==> config.mk <==
export PLATFORM = sky130hd
export DESIGN_NAME = pwm_timer_output_control
export DESIGN_NICKNAME = d
export VERILOG_FILES = /design/src/pwm_timer_pkg.sv /design/src/pwm_timer_output_control.sv
export SDC_FILE = /design/constraint.sdc
export NUM_CORES = 1
export LEC_CHECK = 0
export ABC_AREA = 1
export BUFFER_PORTS_ARGS = -buffer_cell sky130_fd_sc_hd__buf_2
export CAP_MARGIN = 10
export CORE_UTILIZATION = 45
export CTS_CLUSTER_DIAMETER = 60
export DETAILED_ROUTE_END_ITERATION = 10
export SLEW_MARGIN = 30
export SYNTH_ARGS = -nofsm -noshare
export SYNTH_HDL_FRONTEND = slang
export SYNTH_SLANG_ARGS = --single-unit
==> constraint.sdc <==
create_clock -name clk_i -period 3.05 [get_ports clk_i]
set_input_delay 0.915 -clock clk_i [delete_from_list [all_inputs] [get_ports clk_i]]
set_output_delay 0.915 -clock clk_i [all_outputs]
set_load 0.03 [all_outputs]
==> src/pwm_timer_pkg.sv <==
// Shared constants and types for the 10-bit PWM timer output control block.
// Assumes one 100 MHz clock and an 8-bit register port with a one-cycle read delay.
`default_nettype none
package pwm_timer_pkg;
  // ==========================================================================
  // Register offsets
  localparam logic [7:0] CTRL_A_OFS = 8'h20;
  localparam logic [7:0] CTRL_B_OFS = 8'h21;
  localparam logic [7:0] WAVEGEN_OFS = 8'h22;
  localparam logic [7:0] COUNT_OFS = 8'h23;
  localparam logic [7:0] HIGH_OFS = 8'h24;
  localparam logic [7:0] CMP_A_OFS = 8'h25;
  localparam logic [7:0] CMP_B_OFS = 8'h26;
  localparam logic [7:0] CTRL_C_OFS = 8'h27;
  localparam logic [7:0] CMP_D_OFS = 8'h28;
  localparam logic [7:0] TOP_OFS = 8'h29;
  // ==========================================================================
  // Field positions
  localparam int MODE_HI_POS = 7;   // Channel A mode in control A, shadow in control C
  localparam int MODE_B_POS = 5;    // Channel B mode in control A, shadow in control C
  localparam int MODE_D_POS = 3;    // Channel D mode in control C
  localparam int FORCE_A_POS = 3;
  localparam int FORCE_B_POS = 2;
  localparam int FORCE_D_POS = 1;
  localparam int PWM_A_POS = 1;
  localparam int PWM_B_POS = 0;
  localparam int PWM_D_POS = 0;
  localparam int INVERT_POS = 7;
  localparam int PSC_CLEAR_POS = 6;
  localparam int DT_DIV_POS = 5;
  localparam int CLK_SEL_POS = 3;
  // ==========================================================================
  // Reset values and output-mode codes
  localparam logic [9:0] TOP_RESET = 10'h3FF;
  localparam logic [9:0] COUNT_BOTTOM = 10'h000;
  localparam logic [1:0] MODE_OFF = 2'h0;
  localparam logic [1:0] MODE_TOGGLE = 2'h1;
  localparam logic [1:0] MODE_CLEAR = 2'h2;
  localparam logic [1:0] MODE_SET = 2'h3;
  localparam logic [3:0] CLK_STOP = 4'h0;
  // ==========================================================================
  // Register port request
  typedef struct packed {
    logic [7:0] addr;
    logic [7:0] wdata;
    logic       wr;
    logic       rd;
  } bus_req_type;
endpackage : pwm_timer_pkg
`default_nettype wire

==> src/pwm_timer_output_control.sv <==
// Control logic of a 10-bit PWM timer: clock select and prescaler, counter,
// compare-output waveforms for channels A, B and D, force, inversion, dead-time tick.
// Assumes the fast peripheral clock arrives as a one-cycle enable in this domain.
//
// Functional notes
// - Force A in non-PWM mode applies channel A match action, no interrupt.
// - Force B in non-PWM mode applies channel B match action, no interrupt.
// - Force A uses channel A mode bits written in the same cycle.
// - Force B uses channel B mode bits written in the same cycle.
// - Force bits always read back as zero.
// - PWM enable bit puts its channel into PWM operation on its compare value.
// - Inversion bit inverts both true and complementary outputs.
// - Prescaler clear resets prescaler, leaves counter, self-clears, reads zero.
// - Dead-time prescaler divides timer clock by 1, 2, 4 or 8.
// - Clock select 0 stops; code n divides chosen source by 2^(n-1).
// - Control C top four bits are read/write shadows of A and B modes.
// - Nonzero channel D mode takes over the channel D pin.
// - Complementary D pin connects only in PWM modes with mode 01.
// - Channel D mode meaning depends on its PWM enable and wavegen low bit.
// - Non-PWM D: 01 toggle, 10 clear, 11 set on match; true pin only.
// - Fast PWM D: 01/10 clear on match, set at zero; 11 reversed.
// - Dual-slope D: 01/10 clear on up match, set on down; 11 reversed.
// - PWM clear means normal mode; wavegen low bit chooses fast or dual-slope.
// - Counter is a 10-bit up/down counter, software readable and writable.
`default_nettype none
module pwm_timer_output_control #(
  parameter int PRESCALE_W = 14
) (
  // Clock and reset
  input  wire logic                        clk_i,
  input  wire logic                        rst_b_i,
  // Register port
  input  wire pwm_timer_pkg::bus_req_type  bus_i,
  output logic                       [7:0] rdata_o,
  // Timer clock source
  input  wire logic                        async_mode_i,
  input  wire logic                        fast_tick_i,
  // Waveform outputs, index 0 = A, 1 = B, 2 = D
  output logic                       [2:0] compare_pin_o,
  output logic                       [2:0] compare_pin_n_o,
  output logic                       [2:0] pin_connect_o,
  output logic                       [2:0] pin_n_connect_o,
  // Timing strobes
  output logic                             timer_tick_o,
  output logic                             deadtime_tick_o
);
  import pwm_timer_pkg::*;

  if (PRESCALE_W < 14) begin : g_width_check
    $error("PRESCALE_W must be at least 14 to reach divide by 16384");
  end

  // ==========================================================================
  // Registers
  logic [1:0]            outmode [3];
  logic [2:0]            pwm_enable;
  logic [1:0]            wavegen;
  logic                  pwm_output_invert;
  logic [1:0]            deadtime_div;
  logic [3:0]            clk_select;
  logic [9:0]            count_value;
  logic                  count_down;
  logic [9:0]            compare_value [3];
  logic [9:0]            top_value;
  logic [1:0]            high_temp;
  logic [PRESCALE_W-1:0] prescaler;
  logic [2:0]            deadtime_cnt;
  logic [2:0]            waveform;

  // ==========================================================================
  // Address decode
  wire wr_a     = bus_i.wr && (bus_i.addr == CTRL_A_OFS);
  wire wr_b     = bus_i.wr && (bus_i.addr == CTRL_B_OFS);
  wire wr_c     = bus_i.wr && (bus_i.addr == CTRL_C_OFS);
  wire wr_wg    = bus_i.wr && (bus_i.addr == WAVEGEN_OFS);
  wire wr_count = bus_i.wr && (bus_i.addr == COUNT_OFS);
  wire wr_high  = bus_i.wr && (bus_i.addr == HIGH_OFS);
  wire wr_top   = bus_i.wr && (bus_i.addr == TOP_OFS);
  wire rd_count = bus_i.rd && (bus_i.addr == COUNT_OFS);
  wire [2:0] wr_cmp = {bus_i.wr && (bus_i.addr == CMP_D_OFS),
                       bus_i.wr && (bus_i.addr == CMP_B_OFS),
                       bus_i.wr && (bus_i.addr == CMP_A_OFS)};
  wire [9:0] wide_wdata = {high_temp, bus_i.wdata};
  wire [1:0] wd_mode_a  = bus_i.wdata[MODE_HI_POS -: 2];
  wire [1:0] wd_mode_b  = bus_i.wdata[MODE_B_POS -: 2];

  // Mode fields seen by this cycle's force: freshly written bits win
  logic [1:0] eff_mode [3];
  assign eff_mode[0] = (wr_a || wr_c) ? wd_mode_a : outmode[0];
  assign eff_mode[1] = (wr_a || wr_c) ? wd_mode_b : outmode[1];
  assign eff_mode[2] = wr_c ? bus_i.wdata[MODE_D_POS -: 2] : outmode[2];
  wire [2:0] force_strobe = {wr_c && bus_i.wdata[FORCE_D_POS],
                             wr_a && bus_i.wdata[FORCE_B_POS],
                             wr_a && bus_i.wdata[FORCE_A_POS]};
  wire psc_clear = wr_b && bus_i.wdata[PSC_CLEAR_POS];

  // ==========================================================================
  // Clock select and prescaler
  wire base_tick = async_mode_i ? fast_tick_i : 1'b1;
  wire [PRESCALE_W-1:0] div_mask = (clk_select == CLK_STOP) ? '0 :
    PRESCALE_W'((PRESCALE_W'(1) << (clk_select - 4'h1)) - PRESCALE_W'(1));
  wire timer_tick = (clk_select != CLK_STOP) && base_tick && !psc_clear &&
                    ((prescaler & div_mask) == div_mask);

  // Prescaler only advances while the timer runs; a clear restarts the phase
  always_ff @(posedge clk_i) begin
    if (!rst_b_i || psc_clear) begin
      prescaler <= '0;
    end else if (clk_select != CLK_STOP && base_tick) begin
      prescaler <= prescaler + PRESCALE_W'(1);
    end
  end

  // Dead-time prescaler: every 1, 2, 4 or 8 timer ticks
  wire [2:0] dt_mask  = 3'((4'h1 << deadtime_div) - 4'h1);
  wire       dt_tick  = timer_tick && ((deadtime_cnt & dt_mask) == dt_mask);
  always_ff @(posedge clk_i) begin
    if (!rst_b_i) begin
      deadtime_cnt <= '0;
    end else if (timer_tick) begin
      deadtime_cnt <= deadtime_cnt + 3'h1;
    end
  end

  // ==========================================================================
  // Counter; dual slope when any channel is in PWM with wavegen low bit set
  wire any_pwm   = |pwm_enable;
  wire dual      = any_pwm && wavegen[0];
  wire run       = timer_tick && !wr_count;
  wire at_bottom = (count_value == COUNT_BOTTOM);
  logic [9:0] next_count;
  logic       next_down;
  always_comb begin
    next_count = count_value;
    next_down  = count_down;
    if (wr_count) begin
      next_count = wide_wdata;
      next_down  = 1'b0;
    end else if (run && dual) begin
      if (!count_down && count_value >= top_value) begin
        next_down  = 1'b1;
        next_count = count_value - 10'h001;
      end else if (count_down && at_bottom) begin
        next_down  = 1'b0;
        next_count = count_value + 10'h001;
      end else begin
        next_count = count_down ? count_value - 10'h001 : count_value + 10'h001;
      end
    end else if (run) begin
      next_down  = 1'b0;
      next_count = (count_value >= top_value) ? COUNT_BOTTOM : count_value + 10'h001;
    end
  end

  always_ff @(posedge clk_i) begin
    if (!rst_b_i) begin
      count_value <= COUNT_BOTTOM;
      count_down  <= 1'b0;
    end else begin
      count_value <= next_count;
      count_down  <= next_down;
    end
  end

  // ==========================================================================
  // Per-channel waveform logic
  logic [2:0] next_wave;
  for (genvar ch = 0; ch < 3; ch++) begin : g_chan
    wire [1:0] m       = eff_mode[ch];
    wire       match   = run && (count_value == compare_value[ch]);
    wire       set_val = (m == MODE_SET);
    always_comb begin
      next_wave[ch] = waveform[ch];
      if (!pwm_enable[ch]) begin
        if (match || force_strobe[ch]) begin
          case (m)
            MODE_TOGGLE: next_wave[ch] = !waveform[ch];
            MODE_CLEAR:  next_wave[ch] = 1'b0;
            MODE_SET:    next_wave[ch] = 1'b1;
            default:     next_wave[ch] = waveform[ch];
          endcase
        end
      end else if (m != MODE_OFF && wavegen[0]) begin
        if (match) begin
          next_wave[ch] = count_down ? !set_val : set_val;
        end
      end else if (m != MODE_OFF) begin
        if (run && at_bottom) begin
          next_wave[ch] = !set_val;
        end else if (match) begin
          next_wave[ch] = set_val;
        end
      end
    end
  end

  always_ff @(posedge clk_i) begin
    if (!rst_b_i) begin
      waveform <= '0;
    end else begin
      waveform <= next_wave;
    end
  end

  // Pin stage: registered so the pins never glitch on mode writes
  logic [2:0] true_conn;
  logic [2:0] comp_conn;
  for (genvar ch = 0; ch < 3; ch++) begin : g_conn
    assign true_conn[ch] = (outmode[ch] != MODE_OFF);
    assign comp_conn[ch] = pwm_enable[ch] && (outmode[ch] == MODE_TOGGLE);
  end

  always_ff @(posedge clk_i) begin
    if (!rst_b_i) begin
      compare_pin_o   <= '0;
      compare_pin_n_o <= '0;
      pin_connect_o   <= '0;
      pin_n_connect_o <= '0;
      timer_tick_o    <= 1'b0;
      deadtime_tick_o <= 1'b0;
    end else begin
      compare_pin_o   <= waveform ^ {3{pwm_output_invert}};
      compare_pin_n_o <= ~waveform ^ {3{pwm_output_invert}};
      pin_connect_o   <= true_conn;
      pin_n_connect_o <= comp_conn;
      timer_tick_o    <= timer_tick;
      deadtime_tick_o <= dt_tick;
    end
  end

  // ==========================================================================
  // Register writes; force and prescaler-clear bits are never stored
  always_ff @(posedge clk_i) begin
    if (!rst_b_i) begin
      outmode           <= '{default: MODE_OFF};
      pwm_enable        <= '0;
      wavegen           <= '0;
      pwm_output_invert <= 1'b0;
      deadtime_div      <= '0;
      clk_select        <= CLK_STOP;
      top_value         <= TOP_RESET;
      compare_value     <= '{default: COUNT_BOTTOM};
    end else begin
      if (wr_a || wr_c) begin
        outmode[0] <= wd_mode_a;
        outmode[1] <= wd_mode_b;
      end
      if (wr_a) begin
        pwm_enable[0] <= bus_i.wdata[PWM_A_POS];
        pwm_enable[1] <= bus_i.wdata[PWM_B_POS];
      end
      if (wr_c) begin
        outmode[2]    <= bus_i.wdata[MODE_D_POS -: 2];
        pwm_enable[2] <= bus_i.wdata[PWM_D_POS];
      end
      if (wr_b) begin
        pwm_output_invert <= bus_i.wdata[INVERT_POS];
        deadtime_div      <= bus_i.wdata[DT_DIV_POS -: 2];
        clk_select        <= bus_i.wdata[CLK_SEL_POS -: 4];
      end
      if (wr_wg) begin
        wavegen <= bus_i.wdata[1:0];
      end
      if (wr_top) begin
        top_value <= wide_wdata;
      end
      for (int ch = 0; ch < 3; ch++) begin
        if (wr_cmp[ch]) begin
          compare_value[ch] <= wide_wdata;
        end
      end
    end
  end

  // Shared high byte: written by software, loaded by a count read
  always_ff @(posedge clk_i) begin
    if (!rst_b_i) begin
      high_temp <= '0;
    end else if (wr_high) begin
      high_temp <= bus_i.wdata[1:0];
    end else if (rd_count) begin
      high_temp <= count_value[9:8];
    end
  end

  // ==========================================================================
  // Read mux; unmapped addresses read zero
  wire [7:0] rd_ctrl_a = {outmode[0], outmode[1], 2'b00, pwm_enable[0], pwm_enable[1]};
  wire [7:0] rd_ctrl_b = {pwm_output_invert, 1'b0, deadtime_div, clk_select};
  wire [7:0] rd_ctrl_c = {outmode[0], outmode[1], outmode[2], 1'b0, pwm_enable[2]};
  wire [7:0] rd_value =
    (bus_i.addr == CTRL_A_OFS)  ? rd_ctrl_a :
    (bus_i.addr == CTRL_B_OFS)  ? rd_ctrl_b :
    (bus_i.addr == CTRL_C_OFS)  ? rd_ctrl_c :
    (bus_i.addr == WAVEGEN_OFS) ? {6'h00, wavegen} :
    (bus_i.addr == COUNT_OFS)   ? count_value[7:0] :
    (bus_i.addr == HIGH_OFS)    ? {6'h00, high_temp} :
    (bus_i.addr == CMP_A_OFS)   ? compare_value[0][7:0] :
    (bus_i.addr == CMP_B_OFS)   ? compare_value[1][7:0] :
    (bus_i.addr == CMP_D_OFS)   ? compare_value[2][7:0] :
    (bus_i.addr == TOP_OFS)     ? top_value[7:0] : 8'h00;

  always_ff @(posedge clk_i) begin
    if (!rst_b_i) begin
      rdata_o <= 8'h00;
    end else if (bus_i.rd) begin
      rdata_o <= rd_value;
    end else begin
      rdata_o <= 8'h00;
    end
  end

  // ==========================================================================
  // Assertions
  property p_force_reads_zero;
    @(posedge clk_i) disable iff (!rst_b_i)
      (bus_i.rd && bus_i.addr == CTRL_A_OFS) |=> (rdata_o[3:2] == 2'b00);
  endproperty
  a_force_reads_zero: assert property (p_force_reads_zero)
    else $error("force bits read back nonzero");

  property p_force_toggle_a;
    @(posedge clk_i) disable iff (!rst_b_i)
      (wr_a && bus_i.wdata[FORCE_A_POS] && wd_mode_a == MODE_TOGGLE &&
       !bus_i.wdata[PWM_A_POS] && !pwm_enable[0] && !timer_tick)
      |=> (waveform[0] != $past(waveform[0]));
  endproperty
  a_force_toggle_a: assert property (p_force_toggle_a)
    else $error("force on channel A did not toggle");

  property p_force_new_mode_b;
    @(posedge clk_i) disable iff (!rst_b_i)
      (wr_a && bus_i.wdata[FORCE_B_POS] && wd_mode_b == MODE_SET && !pwm_enable[1])
      |=> waveform[1] ##1 compare_pin_o[1] == !pwm_output_invert;
  endproperty
  a_force_new_mode_b: assert property (p_force_new_mode_b)
    else $error("force on channel B ignored freshly written mode");

  property p_force_new_mode_a;
    @(posedge clk_i) disable iff (!rst_b_i)
      (wr_a && bus_i.wdata[FORCE_A_POS] && wd_mode_a == MODE_CLEAR && !pwm_enable[0])
      |=> !waveform[0];
  endproperty
  a_force_new_mode_a: assert property (p_force_new_mode_a)
    else $error("force on channel A ignored freshly written mode");

  property p_invert;
    @(posedge clk_i) disable iff (!rst_b_i)
      rst_b_i |=> (compare_pin_o == ($past(waveform) ^ {3{$past(pwm_output_invert)}})) &&
          (compare_pin_n_o == ~compare_pin_o);
  endproperty
  a_invert: assert property (p_invert)
    else $error("pin polarity does not follow inversion bit");

  property p_psc_clear;
    @(posedge clk_i) disable iff (!rst_b_i)
      psc_clear |=> (prescaler == '0) && (count_value == $past(next_count));
  endproperty
  a_psc_clear: assert property (p_psc_clear)
    else $error("prescaler clear failed");

  property p_stopped;
    @(posedge clk_i) disable iff (!rst_b_i)
      (clk_select == CLK_STOP && !wr_count) |=> $stable(count_value);
  endproperty
  a_stopped: assert property (p_stopped)
    else $error("counter moved while stopped");

  property p_comp_connect;
    @(posedge clk_i) disable iff (!rst_b_i)
      ##1 pin_n_connect_o[2] == ($past(pwm_enable[2]) && $past(outmode[2]) == MODE_TOGGLE);
  endproperty
  a_comp_connect: assert property (p_comp_connect)
    else $error("complementary D pin connection wrong");

  property p_d_override;
    @(posedge clk_i) disable iff (!rst_b_i)
      ##1 pin_connect_o[2] == ($past(outmode[2]) != MODE_OFF);
  endproperty
  a_d_override: assert property (p_d_override)
    else $error("D pin override wrong");

  property p_d_clear_match;
    @(posedge clk_i) disable iff (!rst_b_i)
      (g_chan[2].match && !pwm_enable[2] && eff_mode[2] == MODE_CLEAR) |=> !waveform[2];
  endproperty
  a_d_clear_match: assert property (p_d_clear_match)
    else $error("D clear on match failed");
endmodule : pwm_timer_output_control
`default_nettype wire

# Word-level counts from Yosys, hierarchy flattened
# Index checks and enable logic that the tools add are counted.
word_totals:
  out_inout_bits: 22
  ff_bits: 113
  input_bits: 22
classes:
  magnitude_cmp: 1
  mux: 55
  addsub: 7
  reduce_logical: 75
  n_eq_ne: 37
  bitwise_logic: 7
  shifts: 2
ops:
  columns: ["cell", "n"]
  rows:
  - ["$eq 8x6->1 const B", 10]
  - ["$mux 8", 10]
  - ["$mux 10", 7]
  - ["$logic_and 1x1->1", 34]
  - ["$eq 10x10->1", 3]
  - ["$mux 1", 29]
  - ["$reduce_bool 2->1", 11]
  - ["$reduce_bool 4->1", 4]
  - ["$reduce_and 5->1", 3]
  - ["$add 14x1->14 const B", 1]
  - ["$and 14x14->14", 1]
  - ["$eq 14x14->1", 1]
  - ["$mux 14", 1]
  - ["$shl 1x4->14 const A", 1]
  - ["$sub 14x2->14 const B", 1]
  - ["$eq 2x1->1 const B", 6]
  - ["$eq 2x2->1 const B", 6]
  - ["$ne 3x1->1 const B", 4]
  - ["$add 10x1->10 const B", 1]
  - ["$ge 10x10->1", 1]
  - ["$logic_not 1->1", 10]
  - ["$logic_not 10->1", 1]
  - ["$mux 2", 5]
  - ["$sub 10x1->10 const B", 1]
  - ["19 further kinds", 32]

# Depth between registers and ports, before layout
# Gate-level depths: netlist of the first run.
logic_depth:
  word_depth: 14
  mapped_depth: 22
  mapped_depth_nobuf: 21

# Worst setup path after synthesis of the first run
# Ideal clock, no wire load.
synth_timing:
  kind: "input port to flip-flop"
  from: "input port bus_i[12] in the netlist's numbering"
  to: "register waveform[0]"
  path_buffers: 0
  path_slack_ns: 0.020
  path_stages: 20
  arrival_time_ns: 2.913
  setup_ns: 0.117
  cell_sequence: "inv_1 > nor2_1 > inv_1 > nor3_2 > nand2_1 > o21ai_1 > inv_2 > o21ai_0 > inv_1 > ha_1 > nand2_1 > inv_1 > a31oi_1 > nand2_1 > inv_1 > nand2_1 > nand2_1 > nand2_1 > nand2_1 > a21oi_1"
synth_between:
  elab_chain_len: 12
synth_rtl:
  columns: ["element", "line_no", "text"]
  rows:
  - ["start, declared", "pwm_timer_output_control.sv:33", "input wire pwm_timer_pkg::bus_req_type bus_i,"]
  - ["parallel branches: the longest is 12 deep, another holds $eq 8x6->1", null, null]
  - ["end signal, assigned", "pwm_timer_output_control.sv:201", "waveform <= next_wave;"]
  - ["end, declared", "pwm_timer_output_control.sv:68", "logic [2:0] waveform;"]
# Several ways; the timed one is not identified. The select of a mux whose other input is x is not followed.
# A chain may end at the register's enable or synchronous reset.

# Worst setup path after layout of the first run
layout_timing:
  from: "register clk_select[1]"
  to: "register count_value[3]"
layout_between:
  elab_chain_len: 11
layout_rtl:
  columns: ["element", "line_no", "text"]
  rows:
  - ["start, declared", "pwm_timer_output_control.sv:60", "logic [3:0] clk_select;"]
  - ["start signal, assigned", "pwm_timer_output_control.sv:259", "clk_select <= bus_i.wdata[CLK_SEL_POS -: 4];"]
  - ["$sub 4x1->4", "pwm_timer_output_control.sv:101", "PRESCALE_W'((PRESCALE_W'(1) << (clk_select - 4'h1)) - PRESCALE_W'(1));"]
  - ["$shl 1x4->14", "pwm_timer_output_control.sv:101", null]
  - ["$sub 14x2->14", "pwm_timer_output_control.sv:101", null]
  - ["$mux 14", "pwm_timer_output_control.sv:100", "wire [PRESCALE_W-1:0] div_mask = (clk_select == CLK_STOP) ? '0 :"]
  - ["$and 14x14->14", "pwm_timer_output_control.sv:103", "((prescaler & div_mask) == div_mask);"]
  - ["$eq 14x14->1", "pwm_timer_output_control.sv:103", null]
  - ["$logic_and 1x1->1 (*)", "pwm_timer_output_control.sv:102", "wire timer_tick = (clk_select != CLK_STOP) && base_tick && !psc_clear &&"]
  - ["$logic_and 1x1->1 (*)", "pwm_timer_output_control.sv:129", "wire run = timer_tick && !wr_count;"]
  - ["$logic_and 1x1->1", "pwm_timer_output_control.sv:139", "end else if (run && dual) begin"]
  - ["$mux 10", "pwm_timer_output_control.sv:139", null]
  - ["$mux 10", "pwm_timer_output_control.sv:136", "if (wr_count) begin"]
  - ["end signal, assigned", "pwm_timer_output_control.sv:160", "count_value <= next_count;"]
  - ["end, declared", "pwm_timer_output_control.sv:61", "logic [9:0] count_value;"]
# Every way passes the cells marked *; elsewhere a longest branch is shown, timed or not.

==> reports/qor.csv, run 1 <==
metric,value,unit
"Seq/Total Area, Yosys",0.3413,
maximum vdd drop,0.4398,mV
HPWL Detailed,15700,µm
Clock Sinks,113,
Tcrit/Tclk final,0.8988,
R2R setup slack,0.31,ns
synthesized area,6628,µm²
Critical Path RT,3.41,ns
worst path buffer plus inverter count,2,
Pleak,3.514,nW
Area Overhead vs Synth,19.82,%
setup TNS,0,ns
worst hold margin,0.4678,ns
"Slew Viols, Final",0,
P per Cell Area,469.9,nW/µm²
TritonRoute pass-1 iters,5,
CTS H-Tree Depth,4,
layout cells sized above 1,0.1476,
"EDFF count, synth",0,
starting density of the core,0.4684,
# fillers,1401,
vias per std cell,5.359,
die area,15220,µm²
Clock Latency Late Sink,0.43,ns
Critical Path AT,3.10,ns
Finished Layout Cells,1257,
Rows,43,
initial antenna violation count,0,
Root Buffer,clkbuf_16,
Ant. Diodes,0,
top_reg_cell synth,dfxtp_1,
worst-margin pin slew,0.6913,ns
status,"finished, final reports clean",
CP Capture Type,flip-flop,
Setup-failing EPs final,0,
synth warn,0,
# DRC,0,
CTS max path bufs,2,
total track usage,0.2856,
family with the most delay on the worst path,simple AND/OR/NAND/NOR gates,
Final #Nets,1108,
Seq cells post-synth,113,
GRT Residual Overflow,0,
"Max stage delay cell, worst path",dfxtp_1,
Final min period,2.741,ns
largest net degree at the start of global routing,44,
fraction of registers with async set/reset,0,
final hold violations,0,
Die Wd,123.4,µm
critical path's largest stage delay,0.50,ns
drt wl/cell,16.65,µm
final estimated routing congestion in global placement,0.9812,
Num CTS Buffers,17,
initial drt markers,498,
Die H,123.4,µm
core footprint,14150,µm²
CP Cell Sequence,"inv_1, nand4_1, ha_1, nand2_2, nor2_2, nand2_1, nand3_1, nand2_1, inv_1, nand3_1, nand2_4, nand3_2, nor2_2, o211ai_1, nand2_1, nand2_1, a21oi_1",
Hold Crit Class,reg -> reg,
max_cap viols,0,
Startpoint Class,flip-flop,
port buffer count,43,
vias in the first global route,5967,
FMAX,364.8,MHz
most frequent CP cell,nand2_1,
Post-Route WL,20920,µm
maximum fanout along the worst path,8,
syn_nets,1027,
RSZ-0062 raised after global routing,false,
CTS tree,done,
Synth cell types,44,
Mapped Cells,984,
first-pass GRT wire length,32030,µm
clk slew on worst S/H paths,0.06,ns
relative slew slack,0.5386,
clock skew,0.007802,ns
vias,6736,
CP Class,reg -> reg,
Syn Area/Cell,6.735,µm²
dpl cells,1226,
Routed Antenna Nets,0,
IO Count,44,
Hold Buf Count CTS,0,
[timing repair]
item                                    in CTS  in global routing
hold endpoints to repair                     0                  0
endpoints found under the setup margin       0                  1
setup buffers                                0                  0
resized for setup                            0                  2
[final timing paths]
check / from / endpoint / cells past startpoint
setup / recovery: clk_select[1] / count_value[3] / 17
hold / removal: compare_value[18] / compare_value[18] / 2
setup reg to reg: clk_select[1] / count_value[3] / 17
hold reg to reg: compare_value[18] / compare_value[18] / 2
[stage by stage]
step / utilization / instance area (µm²) / worst slack [ns] / total power (W)
floorplan: - / 6628 / 0.02019 / 0.001589
global placement: 0.5180 / 7330 / 0.1021 / 0.001662
detailed placement: 0.5180 / 7330 / 0.02069 / 0.001663
CTS: 0.5611 / 7939 / 0.3058 / 0.003749
global route: 0.5612 / 7941 / 0.06191 / 0.003824
finish: 0.5612 / 7941 / 0.3085 / 0.003732
[placed cells by master (no fill, tap or decap), drive strengths merged, types with 4 or more instances in the layout]
cell type / netlist / routed
xor2: 22 / 22
nor2: 111 / 111
bufinv: 0 / 4
xnor2: 8 / 8
buf: 9 / 93
o21ai: 99 / 99
nand3: 48 / 48
clkbuf: 22 / 20
o211ai: 4 / 4
nor4: 5 / 5
nand2: 182 / 182
o22ai: 20 / 20
a21oi: 103 / 103
nand4: 26 / 26
dfxtp: 113 / 113
clkinv: 4 / 8
a31oi: 4 / 4
a211oi: 6 / 6
ha: 21 / 21
nor3: 19 / 19
inv: 143 / 143
[cells by family (layout without fill, tap and decap cells)]
logic type                 after synthesis  count (layout)  share of synthesized area
buffers and inverters                  178             271                     0.1042
and+or+nand+nor                        396             396                     0.2726
AOI/OAI and AO/OA                      246             246                     0.2026
adders and majority gates               21              21                    0.03964
DFF                                    113             113                     0.3413
xor gates and xnor gates                30              30                    0.03964
[where the power goes]
part,internal (W),switching [W]
clock network,0.00137,0.000724
registers,0.00148,0.00000317
logic,0.0000438,0.000105
total,0.00290,0.000832
[synthesized netlist by cell type, types with 5 or more instances]
master      n  area share
a211oi_1    6      0.0068
a21oi_1   101       0.076
buf_2       6      0.0045
clkbuf_1   22       0.012
dfxtp_1   113        0.34
ha_1       21       0.040
inv_1     136       0.077
inv_2       7      0.0040
nand2_1   174       0.099
nand3_1    47       0.035
nand4_1    25       0.024
nor2_1     99       0.056
nor2_2      8      0.0076
nor3_1     16       0.012
nor4_1      5      0.0047
o21ai_0    94       0.071
o21ai_1     5      0.0038
o22ai_1    20       0.019
xnor2_1     8       0.011
xor2_1     22       0.029
[worst register-to-register path, cell delays in order (launching register included)]
cell	delay, ns
dfxtp_1	0.50
inv_1	0.18
nand4_1	0.13
ha_1	0.21
nand2_2	0.10
nor2_2	0.17
nand2_1	0.07
nand3_1	0.08
nand2_1	0.05
inv_1	0.04
nand3_1	0.13
nand2_4	0.16
nand3_2	0.13
nor2_2	0.32
o211ai_1	0.15
nand2_1	0.09
nand2_1	0.05
a21oi_1	0.11
[routing by layer]
layer	GRT usage	share of wire
met5	0	0
met3	0.06227	0.086
met2	0.4204	0.43
met1	0.3996	0.46
met4	0.1182	0.027
[state kept, by name (all words and copies together), names as in the netlist, 4 cells and up]
| signal | cells |
|---|---|
| clk_select | 4 |
| compare_value | 30 |
| count_value | 10 |
| outmode | 6 |
| prescaler | 14 |
| rdata_o | 8 |
| top_value | 10 |
[final cells by class]
cell class                 instances  area, µm²  share of cell area
clock inverter                    11      162.7             0.02048
sequential                       113       2265              0.2852
tap                              180      225.2             0.02836
timing repair buffer              93      615.6             0.07752
multi-input combinational        693       3675              0.4627
inverter                         147      551.8             0.06948
clock buffer                      20      446.7             0.05625
Power figures use the tool's default switching activity.
==> inputs of run 2 (changes only) <==
Settings changed: REMOVE_ABC_BUFFERS set to 1.
==> reports/qor.csv, run 2 (same netlist as run 1, synthesis figures left out) <==
metric,value,unit,change
NetSw,0.0007733,W,was 0.0008317 W
max_cap viols,0,,unchanged
R2R setup slack,0.38,ns,was 0.31 ns
Ant. Diodes,0,,unchanged
"most common cell after layout, fill and taps aside",nand2_1,,unchanged
Clock Latency Late Sink,0.42,ns,was 0.43 ns
critical path's largest stage delay,0.42,ns,was 0.50 ns
R2R Path End,count_value[7],,was count_value[3]
vias,6793,,was 6736
layout cells sized above 1,0.1578,,was 0.1476
Die H,123.4,µm,unchanged
Hold Crit Class,reg -> reg,,unchanged
initial antenna violation count,0,,unchanged
most frequent CP cell,nand2_1,,unchanged
biggest registers after layout,"compare_value (30), prescaler (14)",,unchanged
clk slew on worst S/H paths,0.05,ns,was 0.06 ns
die area,15220,µm²,unchanged
Final min period,2.666,ns,was 2.741 ns
Largest Register,compare_value,,unchanged
vias per std cell,5.349,,was 5.359
CP Capture Type,flip-flop,,unchanged
CTS max path bufs,2,,unchanged
family with the most delay on the worst path,simple AND/OR/NAND/NOR gates,,unchanged
Post-Route WL,20830,µm,was 20920 µm
R2R cell count,16,,was 17
Tcrit/Tclk final,0.8743,,was 0.8988
drt wl/cell,16.40,µm,was 16.65 µm
starting density of the core,0.4684,,unchanged
combinational share of power,0.042,,was 0.040
"commonest cells after routing, fill and taps aside","nand2_1, inv_1, dfxtp_1",,unchanged
Internal,0.002912,W,was 0.002900 W
Reg2Reg Launch Point,clk_select[3],,was clk_select[1]
setup TNS,0,ns,unchanged
Rows,43,,unchanged
"Slew Viols, Final",0,,unchanged
# DRC,0,,unchanged
"Max stage delay cell, worst path",dfxtp_2,,was dfxtp_1
Crit. Startpoint,clk_select[3],,was clk_select[1]
port buffer count,43,,unchanged
HPWL Detailed,15620,µm,was 15700 µm
relative slew slack,0.6182,,was 0.5386
FMAX,375.0,MHz,was 364.8 MHz
dpl cells,1240,,was 1226
Setup-failing EPs final,0,,unchanged
Largest register FFs,30,,unchanged
worst setup path end,count_value[7],,was count_value[3]
Clock Sinks,113,,unchanged
# fillers,1408,,was 1401
first-pass GRT wire length,32760,µm,was 32030 µm
clock network fraction of total power,0.555,,was 0.562
P per Cell Area,458.9,nW/µm²,was 469.9 nW/µm²
Sw Share,0.2098,,was 0.2229
clock skew,0.006878,ns,was 0.007802 ns
core footprint,14150,µm²,unchanged
worst path buffer plus inverter count,2,,unchanged
GRT Residual Overflow,0,,unchanged
final estimated routing congestion in global placement,0.9887,,was 0.9812
maximum vdd drop,0.5152,mV,was 0.4398 mV
post-CTS setup buffer count,0,,unchanged
CTS H-Tree Depth,4,,unchanged
final hold violations,0,,unchanged
Finished Layout Cells,1270,,was 1257
RSZ-0062 raised after global routing,false,,unchanged
status,"finished, final reports clean",,unchanged
Num CTS Buffers,17,,unchanged
IO Count,44,,unchanged
Final WS setup,0.3835,ns,was 0.3085 ns
maximum fanout along the worst path,10,,was 8
TritonRoute pass-1 iters,6,,was 5
Critical Path RT,3.35,ns,was 3.41 ns
Critical Path AT,2.97,ns,was 3.10 ns
Die Wd,123.4,µm,unchanged
initial drt markers,719,,was 498
Area Overhead vs Synth,21.18,%,was 19.82%
largest net degree at the start of global routing,48,,was 44
CP Class,reg -> reg,,unchanged
Seq pwr share,0.403,,was 0.398
Routed Antenna Nets,0,,unchanged
Startpoint Class,flip-flop,,unchanged
Root Buffer,clkbuf_16,,unchanged
pre-CTS worst setup slack,0.04921,ns,was 0.02069 ns
CTS tree,done,,unchanged
CP Cell Sequence,"inv_2, nand4_1, ha_1, nand2_2, nor2_2, nand2_1, nand3_1, nand2_1, inv_1, nand3_1, nand2_4, nand2_4, nand2_1, o22ai_1, a21oi_1, nor2_1",,"was inv_1, nand4_1, ha_1, nand2_2, nor2_2, nand2_1, nand3_1, nand2_1, inv_1, nand3_1, nand2_4, nand3_2, nor2_2, o211ai_1, nand2_1, nand2_1, a21oi_1"
stages on the worst setup path,16,,was 17
Pleak,3.584,nW,was 3.514 nW
total track usage,0.2906,,was 0.2856
vias in the first global route,6244,,was 5967
Final #Nets,1122,,was 1108
worst-margin pin slew,0.5706,ns,was 0.6913 ns
[run 2: cell count changes in the layout (fill, tap and decap cells not counted)]
cell	change
dfxtp_1	-1
clkbuf_8	+4
bufinv_16	-1
clkinv_2	-2
buf_4	+15
clkinvlp_4	-3
clkbuf_1	+1
buf_12	-1
dfxtp_2	+1
[run 2: power groups by stage]
stage                     clock, W  sequential [W]  combinational [W]
after global placement           0         0.00152           0.000153
after detailed placement         0         0.00152           0.000153
after global routing       0.00214         0.00148           0.000168
after CTS                  0.00208         0.00149           0.000154
final                      0.00204         0.00149           0.000156
after floorplan                  0         0.00152          0.0000577
[run 2: worst min path at each step]
stage	startpoint	end	slack, ns	cells past startpoint
3_5_place_dp	wavegen[1]	wavegen[1]	0.46	2
2_1_floorplan	outmode[1]	pin_n_connect_o[2]	0.43	1
5_1_grt	wavegen[1]	wavegen[1]	0.49	2
4_1_cts	wavegen[1]	wavegen[1]	0.46	2
3_3_place_gp	wavegen[1]	wavegen[1]	0.45	2
6_report	compare_value[9]	compare_value[9]	0.47	2
[run 2: metal layers]
| layer | wire length [µm] | vias to the layer above | part of all wire | track usage |
|---|---|---|---|---|
| li1 | - | 3447 | - | - |
| met3 | 1311 | 43 | 0.063 | 0.06227 |
| met4 | 598 | 0 | 0.029 | 0.1114 |
| met5 | 0 | - | 0 | 0 |
| met1 | 9061 | 3066 | 0.44 | 0.3620 |
| met2 | 9857 | 237 | 0.47 | 0.4878 |
[run 2: worst reg2reg max path, delay by kind of cell, from the launching register on]
kind	cells	cell delay (ns)
buffers and inverters	2	0.19
adders and majority gates	1	0.21
AOI/OAI and AO/OA	2	0.33
and+or+nand+nor	11	1.41
DFF	1	0.42
[run 2: what timing repair did]
action,in CTS,in global routing
gates resized for setup,0,3
hold buffers,0,0
hold endpoints to repair,0,0
setup endpoints to repair,0,12
[run 2: through the flow]
step | power (W) | hold WS, ns | utilization | area, µm²
2_1_floorplan | 0.001579 | 0.4264 | - | 6489
3_3_place_gp | 0.001669 | 0.4535 | 0.5245 | 7422
3_5_place_dp | 0.001670 | 0.4569 | 0.5245 | 7422
4_1_cts | 0.003715 | 0.4635 | 0.5673 | 8028
5_1_grt | 0.003797 | 0.4921 | 0.5676 | 8031
6_report | 0.003686 | 0.4671 | 0.5676 | 8031
[run 2: cell type report]
| cell class | count | area [µm²] | area share |
|---|---|---|---|
| clock buffer | 25 | 505.5 | 0.06294 |
| clock inverter | 5 | 100.1 | 0.01246 |
| inverter | 147 | 551.8 | 0.06870 |
| multi-input combinational | 693 | 3675 | 0.4575 |
| sequential | 113 | 2266 | 0.2821 |
| tap | 180 | 225.2 | 0.02804 |
| timing repair buffer | 107 | 708.2 | 0.08818 |
==> inputs of run 3 (changes only) <==
Settings changed: BUFFER_PORTS_ARGS -buffer_cell sky130_fd_sc_hd__buf_2 to -buffer_cell sky130_fd_sc_hd__clkbuf_2.
==> reports/qor.csv, run 3 (same netlist as run 1, synthesis figures left out) <==
metric,value,unit,change
Critical Path AT,3.05,ns,was 2.97 ns
CTS tree,done,,unchanged
CTS H-Tree Depth,4,,unchanged
Final WS setup,0.3044,ns,was 0.3835 ns
# DRC,0,,unchanged
family with the most delay on the worst path,simple AND/OR/NAND/NOR gates,,unchanged
"most common cell after layout, fill and taps aside",nand2_1,,unchanged
Tcrit/Tclk final,0.9002,,was 0.8743
maximum fanout along the worst path,10,,unchanged
Routed Antenna Nets,0,,unchanged
Final min period,2.746,ns,was 2.666 ns
Setup-failing EPs final,0,,unchanged
TritonRoute pass-1 iters,5,,was 6
Pleak,3.552,nW,was 3.584 nW
R2R Path End,count_value[7],,unchanged
Ant. Diodes,0,,unchanged
clock skew,0.009404,ns,was 0.006878 ns
Clock Latency Late Sink,0.42,ns,about the same
Die Wd,123.4,µm,unchanged
final estimated routing congestion in global placement,0.9427,,was 0.9887
vias,6780,,was 6793
CTS max path bufs,2,,unchanged
"Max stage delay cell, worst path",dfxtp_1,,was dfxtp_2
GR Util met1,0.3669,,was 0.3620
vias in the first global route,6156,,was 6244
Rows,43,,unchanged
met2 usage,0.4780,,was 0.4878
# fillers,1443,,was 1408
vias per std cell,5.318,,was 5.349
status,"finished, final reports clean",,unchanged
initial antenna violation count,0,,unchanged
GRT Residual Overflow,0,,unchanged
R2R cell count,16,,unchanged
CP Capture Type,flip-flop,,unchanged
drt wl/cell,16.08,µm,was 16.40 µm
busiest grt layer,met2,,unchanged
largest net degree at the start of global routing,23,,was 48
FMAX,364.2,MHz,was 375.0 MHz
Hold Crit Class,reg -> reg,,unchanged
worst-margin pin slew,0.5395,ns,was 0.5706 ns
core footprint,14150,µm²,unchanged
"Slew Viols, Final",0,,unchanged
placed inst area,7432,µm²,was 7422 µm²
hold endpoint,wavegen[1],,was compare_value[9]
most frequent CP cell,nand2_1,,unchanged
final hold violations,0,,unchanged
P per Cell Area,449.7,nW/µm²,was 458.9 nW/µm²
pre-CTS worst setup slack,-0.05390,ns,was 0.04921 ns
Clock Sinks,113,,unchanged
R2R setup slack,0.30,ns,was 0.38 ns
Largest Register,compare_value,,unchanged
WHS Path Cells,2,,unchanged
port buffer count,43,,unchanged
CP Cell Sequence,"inv_2, nand4_1, ha_1, nand2_2, nor2_2, nand2_1, nand3_1, nand2_1, inv_1, nand3_1, nand2_4, nand2_4, nand2_1, o22ai_1, a21oi_1, nor2_1",,unchanged
RSZ-0062 raised after global routing,false,,unchanged
HPWL Detailed,15800,µm,was 15620 µm
die area,15220,µm²,unchanged
Area Overhead vs Synth,20.94,%,was 21.18%
Die H,123.4,µm,unchanged
total track usage,0.2889,,was 0.2906
max_cap viols,0,,unchanged
layout cells sized above 1,0.1616,,was 0.1578
maximum vdd drop,0.5834,mV,was 0.5152 mV
M3 GR Usage,0.05443,,was 0.06227
Hold Buf Count CTS,0,,unchanged
Num CTS Buffers,17,,unchanged
Post-Route WL,20500,µm,was 20830 µm
initial drt markers,551,,was 719
design area,8015,µm²,was 8031 µm²
"commonest cells after routing, fill and taps aside","nand2_1, inv_1, dfxtp_1",,unchanged
critical path's largest stage delay,0.55,ns,was 0.42 ns
biggest registers after layout,"compare_value (30), prescaler (14)",,unchanged
IO Count,44,,unchanged
Final #Nets,1125,,was 1122
Root Buffer,clkbuf_16,,unchanged
Critical Path RT,3.36,ns,was 3.35 ns
Startpoint Class,flip-flop,,unchanged
CP Class,reg -> reg,,unchanged
Reg2Reg Launch Point,clk_select[2],,was clk_select[3]
starting density of the core,0.4684,,unchanged
hold path start,wavegen[1],,was compare_value[9]
worst path buffer plus inverter count,2,,unchanged
first-pass GRT wire length,32750,µm,was 32760 µm
Largest register FFs,30,,unchanged
relative slew slack,0.6390,,was 0.6182
clk slew on worst S/H paths,0.06,ns,was 0.05 ns
Layout Utilization,0.5665,,was 0.5676
## run 3: cell types whose count changed in the layout (fill, tap and decap cells not counted), moves of 2 or more
cell        previous run  this run
buf_2                 43         0
buf_4                 63        67
clkbuf_1               3         1
clkbuf_2               0        43
clkbuf_8               5         1
clkinv_4               0         3
clkinvlp_4             0         5
dfxtp_1              110       112
dfxtp_2                3         1
## run 3: layout make-up
cell class | instances | area [µm²] | share of cell area
clock inverter | 13 | 138.9 | 0.01733
clock buffer | 19 | 442.9 | 0.05526
timing repair buffer | 110 | 718.2 | 0.08960
inverter | 147 | 551.8 | 0.06884
multi-input combinational | 693 | 3675 | 0.4585
tap | 180 | 225.2 | 0.02810
sequential | 113 | 2263 | 0.2824
## run 3: routing by layer
layer  share of wire  vias to the layer above
met5               0                        -
met4           0.032                        0
met3           0.054                       49
met2            0.46                      213
met1            0.45                     3059
li1                -                     3459
## run 3: worst max-delay path by stage
| stage | cells past startpoint | from | slack [ns] | end |
|---|---|---|---|---|
| final | 16 | clk_select[2] | 0.30 | count_value[7] |
| after global routing | 22 | bus_i[12] | 0.02 | waveform[0] |
| after CTS | 19 | clk_select[3] | 0.28 | count_value[1] |
| after detailed placement | 22 | bus_i[12] | -0.05 | waveform[0] |
| after global placement | 22 | bus_i[12] | 0.06 | waveform[0] |
| after floorplan | 20 | bus_i[12] | 0.02 | waveform[0] |
## run 3: power by group
group | switching, W | internal (W) | leakage (nW)
Sequential | 0.00000296 | 0.00148 | 0.912
Clock | 0.000746 | 0.00122 | 0.271
Combinational | 0.000105 | 0.0000500 | 2.37
Total | 0.000854 | 0.00275 | 3.55
## run 3: tightest hold or removal path: stages, from the launching register on
cell	delay, ns
dfxtp_1	0.31
nand2_1	0.07
a21oi_1	0.05
## run 3: stage by stage
| stage | power (W) | hold slack, ns | std cells | setup TNS [ns] |
|---|---|---|---|---|
| 3_5_place_dp | 0.001669 | 0.4561 | 1243 | -0.05390 |
| 6_report | 0.003604 | 0.4765 | 1275 | 0 |
| 4_1_cts | 0.003621 | 0.4647 | 1275 | 0 |
| 5_1_grt | 0.003702 | 0.4949 | 1275 | 0 |
| 2_1_floorplan | 0.001579 | 0.4264 | 953 | 0 |
| 3_3_place_gp | 0.001669 | 0.4498 | 1243 | 0 |
## run 3: what timing repair did
item / 4_1_cts / 5_1_grt
buffers inserted: 0 / 0
resized for setup: 0 / 1
setup endpoints to repair: 0 / 4
